## config.mk

```make
export PLATFORM = sky130hd
export DESIGN_NAME = port_zero_io
export DESIGN_NICKNAME = d
export VERILOG_FILES = /design/src/port_zero_pkg.sv /design/src/port_zero_io.sv
export SDC_FILE = /design/constraint.sdc
export NUM_CORES = 1
export LEC_CHECK = 0
export BUFFER_PORTS_ARGS = -buffer_cell sky130_fd_sc_hd__buf_4
export CAP_MARGIN = 20
export CELL_PAD_IN_SITES_DETAIL_PLACEMENT = 0
export CELL_PAD_IN_SITES_GLOBAL_PLACEMENT = 1
export CORE_ASPECT_RATIO = 1.25
export CORE_UTILIZATION = 29
export CTS_CLUSTER_DIAMETER = 120
export DETAILED_ROUTE_END_ITERATION = 8
export GPL_TIMING_DRIVEN = 0
export PLACE_DENSITY = 0.84
export REMOVE_ABC_BUFFERS = 1
export SLEW_MARGIN = 20
export SYNTH_ARGS = -nofsm -noshare
export SYNTH_HDL_FRONTEND = slang
export SYNTH_SLANG_ARGS = --single-unit
export TNS_END_PERCENT = 1
```

## constraint.sdc

```tcl
create_clock -name i_clk -period 1.5 [get_ports i_clk]
set_clock_uncertainty 0.2 [all_clocks]
set_input_delay 0.3 -clock i_clk [delete_from_list [all_inputs] [get_ports i_clk]]
set_output_delay 0.3 -clock i_clk [all_outputs]
set_load 0.005 [all_outputs]
```

## src/port_zero_pkg.sv

```systemverilog
`default_nettype none
package port_zero_pkg;
  // register indices (printed offsets, not all multiples of four)
  localparam logic [7:0] IDX_OUTPUT_LATCH = 8'h00;
  localparam logic [7:0] IDX_DRIVE_TYPE = 8'h08;
  localparam logic [7:0] IDX_PIN_LEVEL = 8'h0b;
  // byte address is four times the index
  localparam logic [11:0] ADDR_OUTPUT_LATCH = {2'h0, IDX_OUTPUT_LATCH, 2'h0};
  localparam logic [11:0] ADDR_DRIVE_TYPE = {2'h0, IDX_DRIVE_TYPE, 2'h0};
  localparam logic [11:0] ADDR_PIN_LEVEL = {2'h0, IDX_PIN_LEVEL, 2'h0};
  localparam logic [7:0] RST_OUTPUT_LATCH = 8'hff;
  localparam logic [7:0] RST_DRIVE_TYPE = 8'h00;
  localparam int PORT_WIDTH = 8;
  localparam int ADDR_WIDTH = 12;
endpackage : port_zero_pkg
`default_nettype wire

```

## src/port_zero_io.sv

```systemverilog
// What this block does
// - eight bits, each usable as input or output
// - output latch holds last written value
// - pin reads return live level, unlatched
// - pins sampled in the read setup cycle
// - pin drive updates one clock after latch write edge
// - reset sets latch ones, drive type zeros
// - drive select zero open-drain, one push-pull
// - latch register reads stored latch contents
// - pin level register read only, writes ignored
`default_nettype none
module port_zero_io
  import port_zero_pkg::*;
(
  // clock and reset
  input wire logic i_clk,
  input wire logic i_rst,
  // apb slave
  input wire logic i_psel,
  input wire logic i_penable,
  input wire logic i_pwrite,
  input wire logic [ADDR_WIDTH-1:0] i_paddr,
  input wire logic [31:0] i_pwdata,
  input wire logic [3:0] i_pstrb,
  output logic [31:0] o_prdata,
  output logic o_pready,
  output logic o_pslverr,
  // port pins
  input wire logic [PORT_WIDTH-1:0] i_pin,
  output logic [PORT_WIDTH-1:0] o_pin,
  output logic [PORT_WIDTH-1:0] o_pin_oe
);

  logic [PORT_WIDTH-1:0] output_latch_ff;
  logic [PORT_WIDTH-1:0] drive_type_ff;
  logic [31:0] prdata_ff;
  logic pready_ff;
  logic pslverr_ff;
  logic [PORT_WIDTH-1:0] pin_ff;
  logic [PORT_WIDTH-1:0] pin_oe_ff;
  logic [PORT_WIDTH-1:0] nxt_oe;
  logic setup;
  logic wr_latch;
  logic wr_drive;
  logic wr_pins;
  logic access;
  logic rd_req;
  logic mapped;

  function automatic logic hit_latch(input logic [ADDR_WIDTH-1:0] a);
    hit_latch = (a == ADDR_OUTPUT_LATCH);
  endfunction : hit_latch

  function automatic logic hit_drive(input logic [ADDR_WIDTH-1:0] a);
    hit_drive = (a == ADDR_DRIVE_TYPE);
  endfunction : hit_drive

  function automatic logic hit_pins(input logic [ADDR_WIDTH-1:0] a);
    hit_pins = (a == ADDR_PIN_LEVEL);
  endfunction : hit_pins

  function automatic logic is_mapped(input logic [ADDR_WIDTH-1:0] a);
    is_mapped = hit_latch(a) || hit_drive(a) || hit_pins(a);
  endfunction : is_mapped

  // answer with no wait cycle: ready in the first access cycle
  assign setup = i_psel && !i_penable;
  assign access = i_psel && i_penable;
  assign rd_req = setup && !i_pwrite;
  assign mapped = is_mapped(i_paddr);
  assign wr_latch = setup && i_pwrite && i_pstrb[0] && hit_latch(i_paddr);
  assign wr_drive = setup && i_pwrite && i_pstrb[0] && hit_drive(i_paddr);
  assign wr_pins = setup && i_pwrite && hit_pins(i_paddr);

  // output latch
  always_ff @(posedge i_clk or posedge i_rst) begin
    if (i_rst) begin
      output_latch_ff <= RST_OUTPUT_LATCH;
    end else if (wr_latch) begin
      output_latch_ff <= i_pwdata[PORT_WIDTH-1:0];
    end
  end

  // drive type select
  always_ff @(posedge i_clk or posedge i_rst) begin
    if (i_rst) begin
      drive_type_ff <= RST_DRIVE_TYPE;
    end else if (wr_drive) begin
      drive_type_ff <= i_pwdata[PORT_WIDTH-1:0];
    end
  end

  // apb response
  always_ff @(posedge i_clk or posedge i_rst) begin
    if (i_rst) begin
      prdata_ff <= 32'h0000_0000;
      pready_ff <= 1'b0;
      pslverr_ff <= 1'b0;
    end else begin
      pready_ff <= setup;
      pslverr_ff <= setup && !mapped;
      if (setup && !i_pwrite) begin
        if (i_paddr == ADDR_OUTPUT_LATCH) begin
          prdata_ff <= {24'h00_0000, output_latch_ff};
        end else if (i_paddr == ADDR_DRIVE_TYPE) begin
          prdata_ff <= {24'h00_0000, drive_type_ff};
        end else if (i_paddr == ADDR_PIN_LEVEL) begin
          prdata_ff <= {24'h00_0000, i_pin};
        end else begin
          prdata_ff <= 32'h0000_0000;
        end
      end else if (!setup) begin
        prdata_ff <= 32'h0000_0000;
      end
    end
  end

  // pin drivers
  always_comb begin
    for (int i = 0; i < PORT_WIDTH; i++) begin
      nxt_oe[i] = drive_type_ff[i] || !output_latch_ff[i];
    end
  end

  always_ff @(posedge i_clk or posedge i_rst) begin
    if (i_rst) begin
      pin_ff <= RST_OUTPUT_LATCH;
      pin_oe_ff <= 8'h00;
    end else begin
      pin_ff <= output_latch_ff;
      pin_oe_ff <= nxt_oe;
    end
  end

  assign o_prdata = prdata_ff;
  assign o_pready = pready_ff;
  assign o_pslverr = pslverr_ff;
  assign o_pin = pin_ff;
  assign o_pin_oe = pin_oe_ff;

  chk_reset_values: assert property (
      @(posedge i_clk)
      $fell(i_rst) |->
      output_latch_ff == RST_OUTPUT_LATCH && drive_type_ff == RST_DRIVE_TYPE)
    else $error("reset values wrong");

  chk_reset_pins: assert property (
      @(posedge i_clk)
      $fell(i_rst) |->
      o_pin == RST_OUTPUT_LATCH && o_pin_oe == '0)
    else $error("pins not released at reset");

  chk_reset_bus: assert property (
      @(posedge i_clk)
      $fell(i_rst) |->
      !o_pready && !o_pslverr && o_prdata == 32'h0000_0000)
    else $error("bus outputs not idle at reset");

  chk_latch_write: assert property (
      @(posedge i_clk) disable iff (i_rst)
      wr_latch |=>
      output_latch_ff == $past(i_pwdata[PORT_WIDTH-1:0]))
    else $error("latch write lost");

  chk_latch_holds: assert property (
      @(posedge i_clk) disable iff (i_rst)
      !wr_latch |=>
      $stable(output_latch_ff))
    else $error("latch changed without write");

  chk_strobe_gate: assert property (
      @(posedge i_clk) disable iff (i_rst)
      setup && i_pwrite && !i_pstrb[0] |=>
      $stable(output_latch_ff) && $stable(drive_type_ff))
    else $error("write without lane zero landed");

  chk_read_no_write: assert property (
      @(posedge i_clk) disable iff (i_rst)
      rd_req |=>
      $stable(output_latch_ff) && $stable(drive_type_ff))
    else $error("read changed a register");

  chk_drive_wr_latch: assert property (
      @(posedge i_clk) disable iff (i_rst)
      wr_drive |=>
      $stable(output_latch_ff))
    else $error("drive write changed latch");

  chk_drive_write: assert property (
      @(posedge i_clk) disable iff (i_rst)
      wr_drive |=>
      drive_type_ff == $past(i_pwdata[PORT_WIDTH-1:0]))
    else $error("drive type write lost");

  chk_drive_holds: assert property (
      @(posedge i_clk) disable iff (i_rst)
      !wr_drive |=>
      $stable(drive_type_ff))
    else $error("drive type changed without write");

  chk_latch_wr_drive: assert property (
      @(posedge i_clk) disable iff (i_rst)
      wr_latch |=>
      $stable(drive_type_ff))
    else $error("latch write changed drive type");

  chk_pin_follows: assert property (
      @(posedge i_clk) disable iff (i_rst)
      wr_latch |=>
      ##1 o_pin == $past(i_pwdata[PORT_WIDTH-1:0], 2))
    else $error("pin not updated after write");

  chk_pin_value: assert property (
      @(posedge i_clk) disable iff (i_rst)
      1'b1 |=>
      o_pin == $past(output_latch_ff))
    else $error("pin value not latch");

  chk_open_drain: assert property (
      @(posedge i_clk) disable iff (i_rst)
      1'b1 |=>
      o_pin_oe == ($past(drive_type_ff) | ~$past(output_latch_ff)))
    else $error("drive enable wrong");

  chk_push_pull: assert property (
      @(posedge i_clk) disable iff (i_rst)
      1'b1 |=>
      (o_pin_oe & $past(drive_type_ff)) == $past(drive_type_ff))
    else $error("push-pull bit not driven");

  chk_sink_low: assert property (
      @(posedge i_clk) disable iff (i_rst)
      1'b1 |=>
      (~o_pin_oe & ~$past(output_latch_ff)) == '0)
    else $error("low latch bit not driven");

  chk_released_ones: assert property (
      @(posedge i_clk) disable iff (i_rst)
      1'b1 |=>
      (o_pin_oe & ~$past(drive_type_ff) & $past(output_latch_ff)) == '0)
    else $error("open-drain one still driven");

  chk_read_latch: assert property (
      @(posedge i_clk) disable iff (i_rst)
      rd_req && hit_latch(i_paddr) |=>
      o_pready && o_prdata[PORT_WIDTH-1:0] == $past(output_latch_ff))
    else $error("latch read wrong");

  chk_read_drive: assert property (
      @(posedge i_clk) disable iff (i_rst)
      rd_req && hit_drive(i_paddr) |=>
      o_pready && o_prdata[PORT_WIDTH-1:0] == $past(drive_type_ff))
    else $error("drive type read wrong");

  chk_read_pins: assert property (
      @(posedge i_clk) disable iff (i_rst)
      rd_req && hit_pins(i_paddr) |=>
      o_pready && o_prdata[PORT_WIDTH-1:0] == $past(i_pin))
    else $error("pin read wrong");

  chk_read_upper: assert property (
      @(posedge i_clk) disable iff (i_rst)
      o_pready |->
      o_prdata[31:PORT_WIDTH] == '0)
    else $error("upper read bits set");

  chk_idle_rdata: assert property (
      @(posedge i_clk) disable iff (i_rst)
      !o_pready |->
      o_prdata == 32'h0000_0000)
    else $error("read data outside answer");

  chk_write_no_data: assert property (
      @(posedge i_clk) disable iff (i_rst)
      setup && i_pwrite |=>
      o_prdata == 32'h0000_0000)
    else $error("read data on write");

  chk_pin_level_ro: assert property (
      @(posedge i_clk) disable iff (i_rst)
      wr_pins |=>
      $stable(output_latch_ff) && $stable(drive_type_ff))
    else $error("pin level write had effect");

  chk_pins_no_err: assert property (
      @(posedge i_clk) disable iff (i_rst)
      wr_pins |=>
      o_pready && !o_pslverr)
    else $error("pin level write flagged");

  chk_ready_pulse: assert property (
      @(posedge i_clk) disable iff (i_rst)
      setup |=>
      o_pready)
    else $error("no answer after setup");

  chk_ready_single: assert property (
      @(posedge i_clk) disable iff (i_rst)
      o_pready |=>
      !o_pready)
    else $error("answer longer than one cycle");

  chk_no_stray_ready: assert property (
      @(posedge i_clk) disable iff (i_rst)
      !setup |=>
      !o_pready)
    else $error("answer without setup");

  chk_access_ready: assert property (
      @(posedge i_clk) disable iff (i_rst)
      o_pready |->
      access)
    else $error("answer outside access phase");

  chk_err_unmapped: assert property (
      @(posedge i_clk) disable iff (i_rst)
      setup && !mapped |=>
      o_pslverr)
    else $error("unmapped access not flagged");

  chk_err_mapped: assert property (
      @(posedge i_clk) disable iff (i_rst)
      setup && mapped |=>
      !o_pslverr)
    else $error("mapped access flagged");

  chk_err_no_data: assert property (
      @(posedge i_clk) disable iff (i_rst)
      o_pslverr |->
      o_pready && o_prdata == 32'h0000_0000)
    else $error("error answer malformed");

  chk_unmapped_write: assert property (
      @(posedge i_clk) disable iff (i_rst)
      setup && i_pwrite && !mapped |=>
      $stable(output_latch_ff) && $stable(drive_type_ff))
    else $error("unmapped write landed");

endmodule : port_zero_io
`default_nettype wire

```

# Word-level counts from Yosys, hierarchy flattened
# Index checks and enable logic that the tools add are counted.
op_classes:
  mux: 5
  reduce_logical: 29
  eq_ne: 3
ops:
  columns: ["operator", "count"]
  rows:
  - ["32-bit two-way mux", 2]
  - ["12-bit by 6-bit equality test with 1-bit output, second input constant", 2]
  - ["8-bit two-way mux", 3]
  - ["12-bit zero test", 1]
  - ["1-bit zero test", 11]
  - ["1-bit logical OR", 10]
  - ["1-bit logical AND", 7]
  - ["2-bit by 1-bit != test with 1-bit output, second input constant", 1]
word_totals:
  elab_cells: 44
  output_inout_bits: 50
  regBits: 66

# Longest topological paths before layout
depth:
  depth_word: 5
  ltp_mapped: 6
  ltp_nobuf: 4

# Worst setup path before layout
# No wires, ideal clock.
synth_timing:
  path_type: "input -> register"
  start: "in i_paddr[9]"
  end: "reg output_latch_ff[0]"
  arrival_time_ns: 1.656
  path_slack_ns: -0.438
  required_time_ns: 1.218
  path_stages: 5
  path_cell_list: "nor4_4 nand4_4 or3_1 buf_6 mux2_4"
synth_via:
  elab_chain_len: 2
synth_lines:
  columns: ["element", "line", "rtl"]
  rows:
  - ["start, declared", "port_zero_io.sv:22", "input wire logic [ADDR_WIDTH-1:0] i_paddr,"]
  - ["12-bit zero test", "port_zero_io.sv:51", "hit_latch = (a == ADDR_OUTPUT_LATCH);"]
  - ["1-bit logical AND", "port_zero_io.sv:71", "assign wr_latch = setup && i_pwrite && i_pstrb[0] && hit_latch(i_paddr);"]
  - ["end signal, assigned", "port_zero_io.sv:80", "output_latch_ff <= i_pwdata[PORT_WIDTH-1:0];"]
  - ["end, declared", "port_zero_io.sv:34", "logic [PORT_WIDTH-1:0] output_latch_ff;"]
# Every way passes these cells.
# A chain may end at the register's enable or synchronous reset.

# Final worst setup path
layout_timing:
  start: "in i_paddr[0]"
  end: "reg output_latch_ff[0]"
# Same word-level chain as after synthesis.

==> results.tsv <==
stage	metric	value	unit
run_status	status	finished with violations	
run_status	failing checks	negative setup slack	
place	routability cong.	0.696	
place	dpl hpwl	2900	microns
clock_tree	clock-pin slew on the worst setup and hold paths	0.07	ns
final_layout	final core occ	40.5	%
logic_synthesis	most used flip-flop cell after synthesis	dfrtp_1	
pwr	switching share of power	22.3	%
logic_synthesis	Syn Std Cell Area	1910	sq um
logic_synthesis	Distinct cells, synth	27	
final_layout	Final Net Count	282	
global_routing	vias in the first global route	1301	
routing	DR WL/cell	13.7	microns
routing	DRT Wirelength	4210	microns
timing	Tightest Pin Transition	0.506	ns
timing	final hold vios	0	
clock_tree	clock root buffer	clkbuf_8	
floorplan	io pins	111	
pwr	combinational share of power	9.3	%
pwr	Max rail drop VDD	0.000244	V
floorplan	Die Height	92.8	microns
logic_synthesis	register area share after synthesis	56.0	%
setup_path	critical path arrival	1.74	ns
pwr	LEAKAGE	1.18	nW
routing	Final ANT Viol Nets	0	
timing	setup violators final	16	
setup_path	Critical Path Source	i_paddr[0]	
run	max cap viols	0	
final_layout	final cell count without fillers	306	
clock_tree	Max clock buf depth	2	
pwr	Flop pwr share	57.2	%
setup_path	Crit Path Category	input pin to flip-flop	
clock_tree	clock net sink count	42	
logic_synthesis	Yosys top cell by area	dfrtp_1	
logic_synthesis	YS warnings	0	
logic_synthesis	mean area per synthesized cell	12.5	sq um
floorplan	Core Area	6290	sq um
final_layout	share of cells above drive strength 1	51.1	%
hold_path	hold_sp	i_pwdata[2]	
routing	Vias	1349	
clock_tree	H-tree depth	2	
logic_synthesis	commonest cells in the netlist	dfrtp_1 (26), buf_4 (24), dfstp_2 (16), nand2b_1 (16)	
global_routing	first-pass GRT wire length	6280	microns
routing	DRC violations left	0	
pwr	Psw	445	uW
pwr	Clock Power Share	33.5	%
routing	via/cell ratio	4.41	
timing	accumulated negative setup slack	-3.00	ns
timing	fin crit share	115	%
routing	DR iter-0 viols	56	
floorplan	Die X	74.6	microns
setup_path	CP max FO	8	
final_layout	ant diodes	0	
clock_tree	Clock Latency Late Sink	0.28	ns
setup_path	CP Data Required Time	1.51	ns
logic_synthesis	Area contributors post-synth	dfrtp_1 (34%), dfstp_2 (22%), buf_4 (9.4%)	
place	PortBufs	59	
timing	unrepaired setup endpoints after global routing	true	
timing	minimum clock period	1.72	ns
place	post-placement setup slack	-1.04	ns
setup_path	Critical R2R Launch	output_latch_ff[5]	
clock_tree	TritonCTS clock tree	done	
logic_synthesis	most common cell in the synthesized netlist	dfrtp_1	
routing	Pre-antenna DRT Iters	4	
timing	Final Slew Violations	0	
global_routing	global route overflow	0	
timing	final worst slack	-0.223	ns
setup_path	Crit. End Element	flip-flop	
timing	worst rel slew slack	66.2	%
timing	Hold Slack	0.0525	ns
floorplan	die area	6930	sq um
place	dpl cell area	2370	sq um
pwr	total power	1.99	mW
pwr	Internal Power	1.55	mW
global_routing	Tot GR Track Use	12.5	%
floorplan	starting density of the core	30.4	%
logic_synthesis	share of the synthesized area in the top cell type	34.0	%
hold_path	HP Class	input pin to flip-flop	
pwr	Pwr Density	782	nW/um^2
setup_path	critical path launch point type	input pin	
global_routing	initial antenna violation count	0	
logic_synthesis	cells after synthesis	153	
place	total placed cells including tap cells	292	
clock_tree	CTS buffer count	5	
logic_synthesis	Async SR Flop Fraction	100	%
timing	Max Freq	581	MHz
floorplan	Rows	32	
logic_synthesis	Post-synth EDFFs	0	
global_routing	largest net degree at the start of global routing	23	
final_layout	area delta synth->final	33.2	%
final_layout	cell area after layout	2550	sq um
logic_synthesis	synthesized flop and latch total	42	
==> layout by cell type (no fill, tap or decap), types with 2 or more instances in the layout <==
master,synthesis,routed
a22oi_1,8,8
buf_4,24,62
buf_6,1,2
clkbuf_1,4,2
clkbuf_8,0,5
conb_1,1,24
dfrtp_1,26,26
dfstp_2,16,16
dlygate4sd3_1,0,2
mux2_2,8,7
mux2_4,8,9
nand2_1,9,9
nand2b_1,16,16
nor2_4,0,2
nor3_1,9,6
nor3_2,0,3
o31ai_1,8,8
==> power groups by stage <==
| stage | clock, mW | combinational (mW) | sequential (mW) |
|---|---|---|---|
| 3_5_place_dp | 0 | 0.174 | 1.16 |
| 4_1_cts | 0.691 | 0.185 | 1.14 |
| 6_report | 0.668 | 0.185 | 1.14 |
| 3_3_place_gp | 0 | 0.161 | 1.16 |
| 2_1_floorplan | 0 | 0.0622 | 1.16 |
| 5_1_grt | 0.736 | 0.206 | 1.14 |
==> final timing paths <==
path                                 endpoint  slack, ns  cells after the start
setup / recovery           output_latch_ff[0]      -0.22                      5
max in group asynchronous            o_pin[0]       0.14                      4
hold reg to reg                      o_pin[5]       0.19                      0
min in group asynchronous         o_pin_oe[5]       0.41                      3
hold / removal             output_latch_ff[2]       0.05                      2
setup reg to reg                  o_prdata[5]       0.35                      2
==> flip-flops by register name, summed over array words and instances, names as in the netlist <==
signal           count
drive_type_ff        8
o_pin                8
o_pin_oe             8
o_prdata             8
o_pready             1
o_pslverr            1
output_latch_ff      8
==> per-layer routing <==
| layer | global-route usage (%) | part of all wire (%) | vias to the layer above |
|---|---|---|---|
| met4 | 5.50 | 0.95 | 0 |
| met3 | 4.90 | 11 | 4 |
| met5 | 0 | 0 | - |
| li1 | - | - | 614 |
| met1 | 13.4 | 36 | 660 |
| met2 | 21.2 | 52 | 71 |
==> worst max-delay path, cell delays in order <==
cell	delay, ns
buf_6	0.10
nor4_4	0.35
nand4_4	0.18
or3_4	0.48
mux2_4	0.33
==> final cells by class <==
type                            instances  area [sq um]
Timing Repair Buffer                   67           536
Multi-Input combinational cell        104           754
Sequential cell                        42          1070
Inverter                                1          3.75
Clock buffer                            7          76.3
Fill cell                             620          3740
Tap cell                               85           106
==> logic make-up after synthesis <==
group / Yosys count / share of synthesized area [%]
multiplexers: 16 / 11.0
buffers and inverters: 30 / 11.0
other: 1 / 0.196
AO/OA/AOI/OAI: 17 / 6.74
flip-flops: 42 / 56.0
AND/OR/NAND/NOR: 47 / 15.1
==> what timing repair did <==
| action | 4_1_cts | 5_1_grt |
|---|---|---|
| resized for setup | 8 | 3 |
| pin swaps | 7 | 1 |
| endpoints found under the hold margin | 12 | 0 |
| hold buffers | 2 | 0 |
| setup buffers | 3 | 2 |
| endpoints found under the setup margin | 24 | 24 |
(Power assumes the default switching activity.)
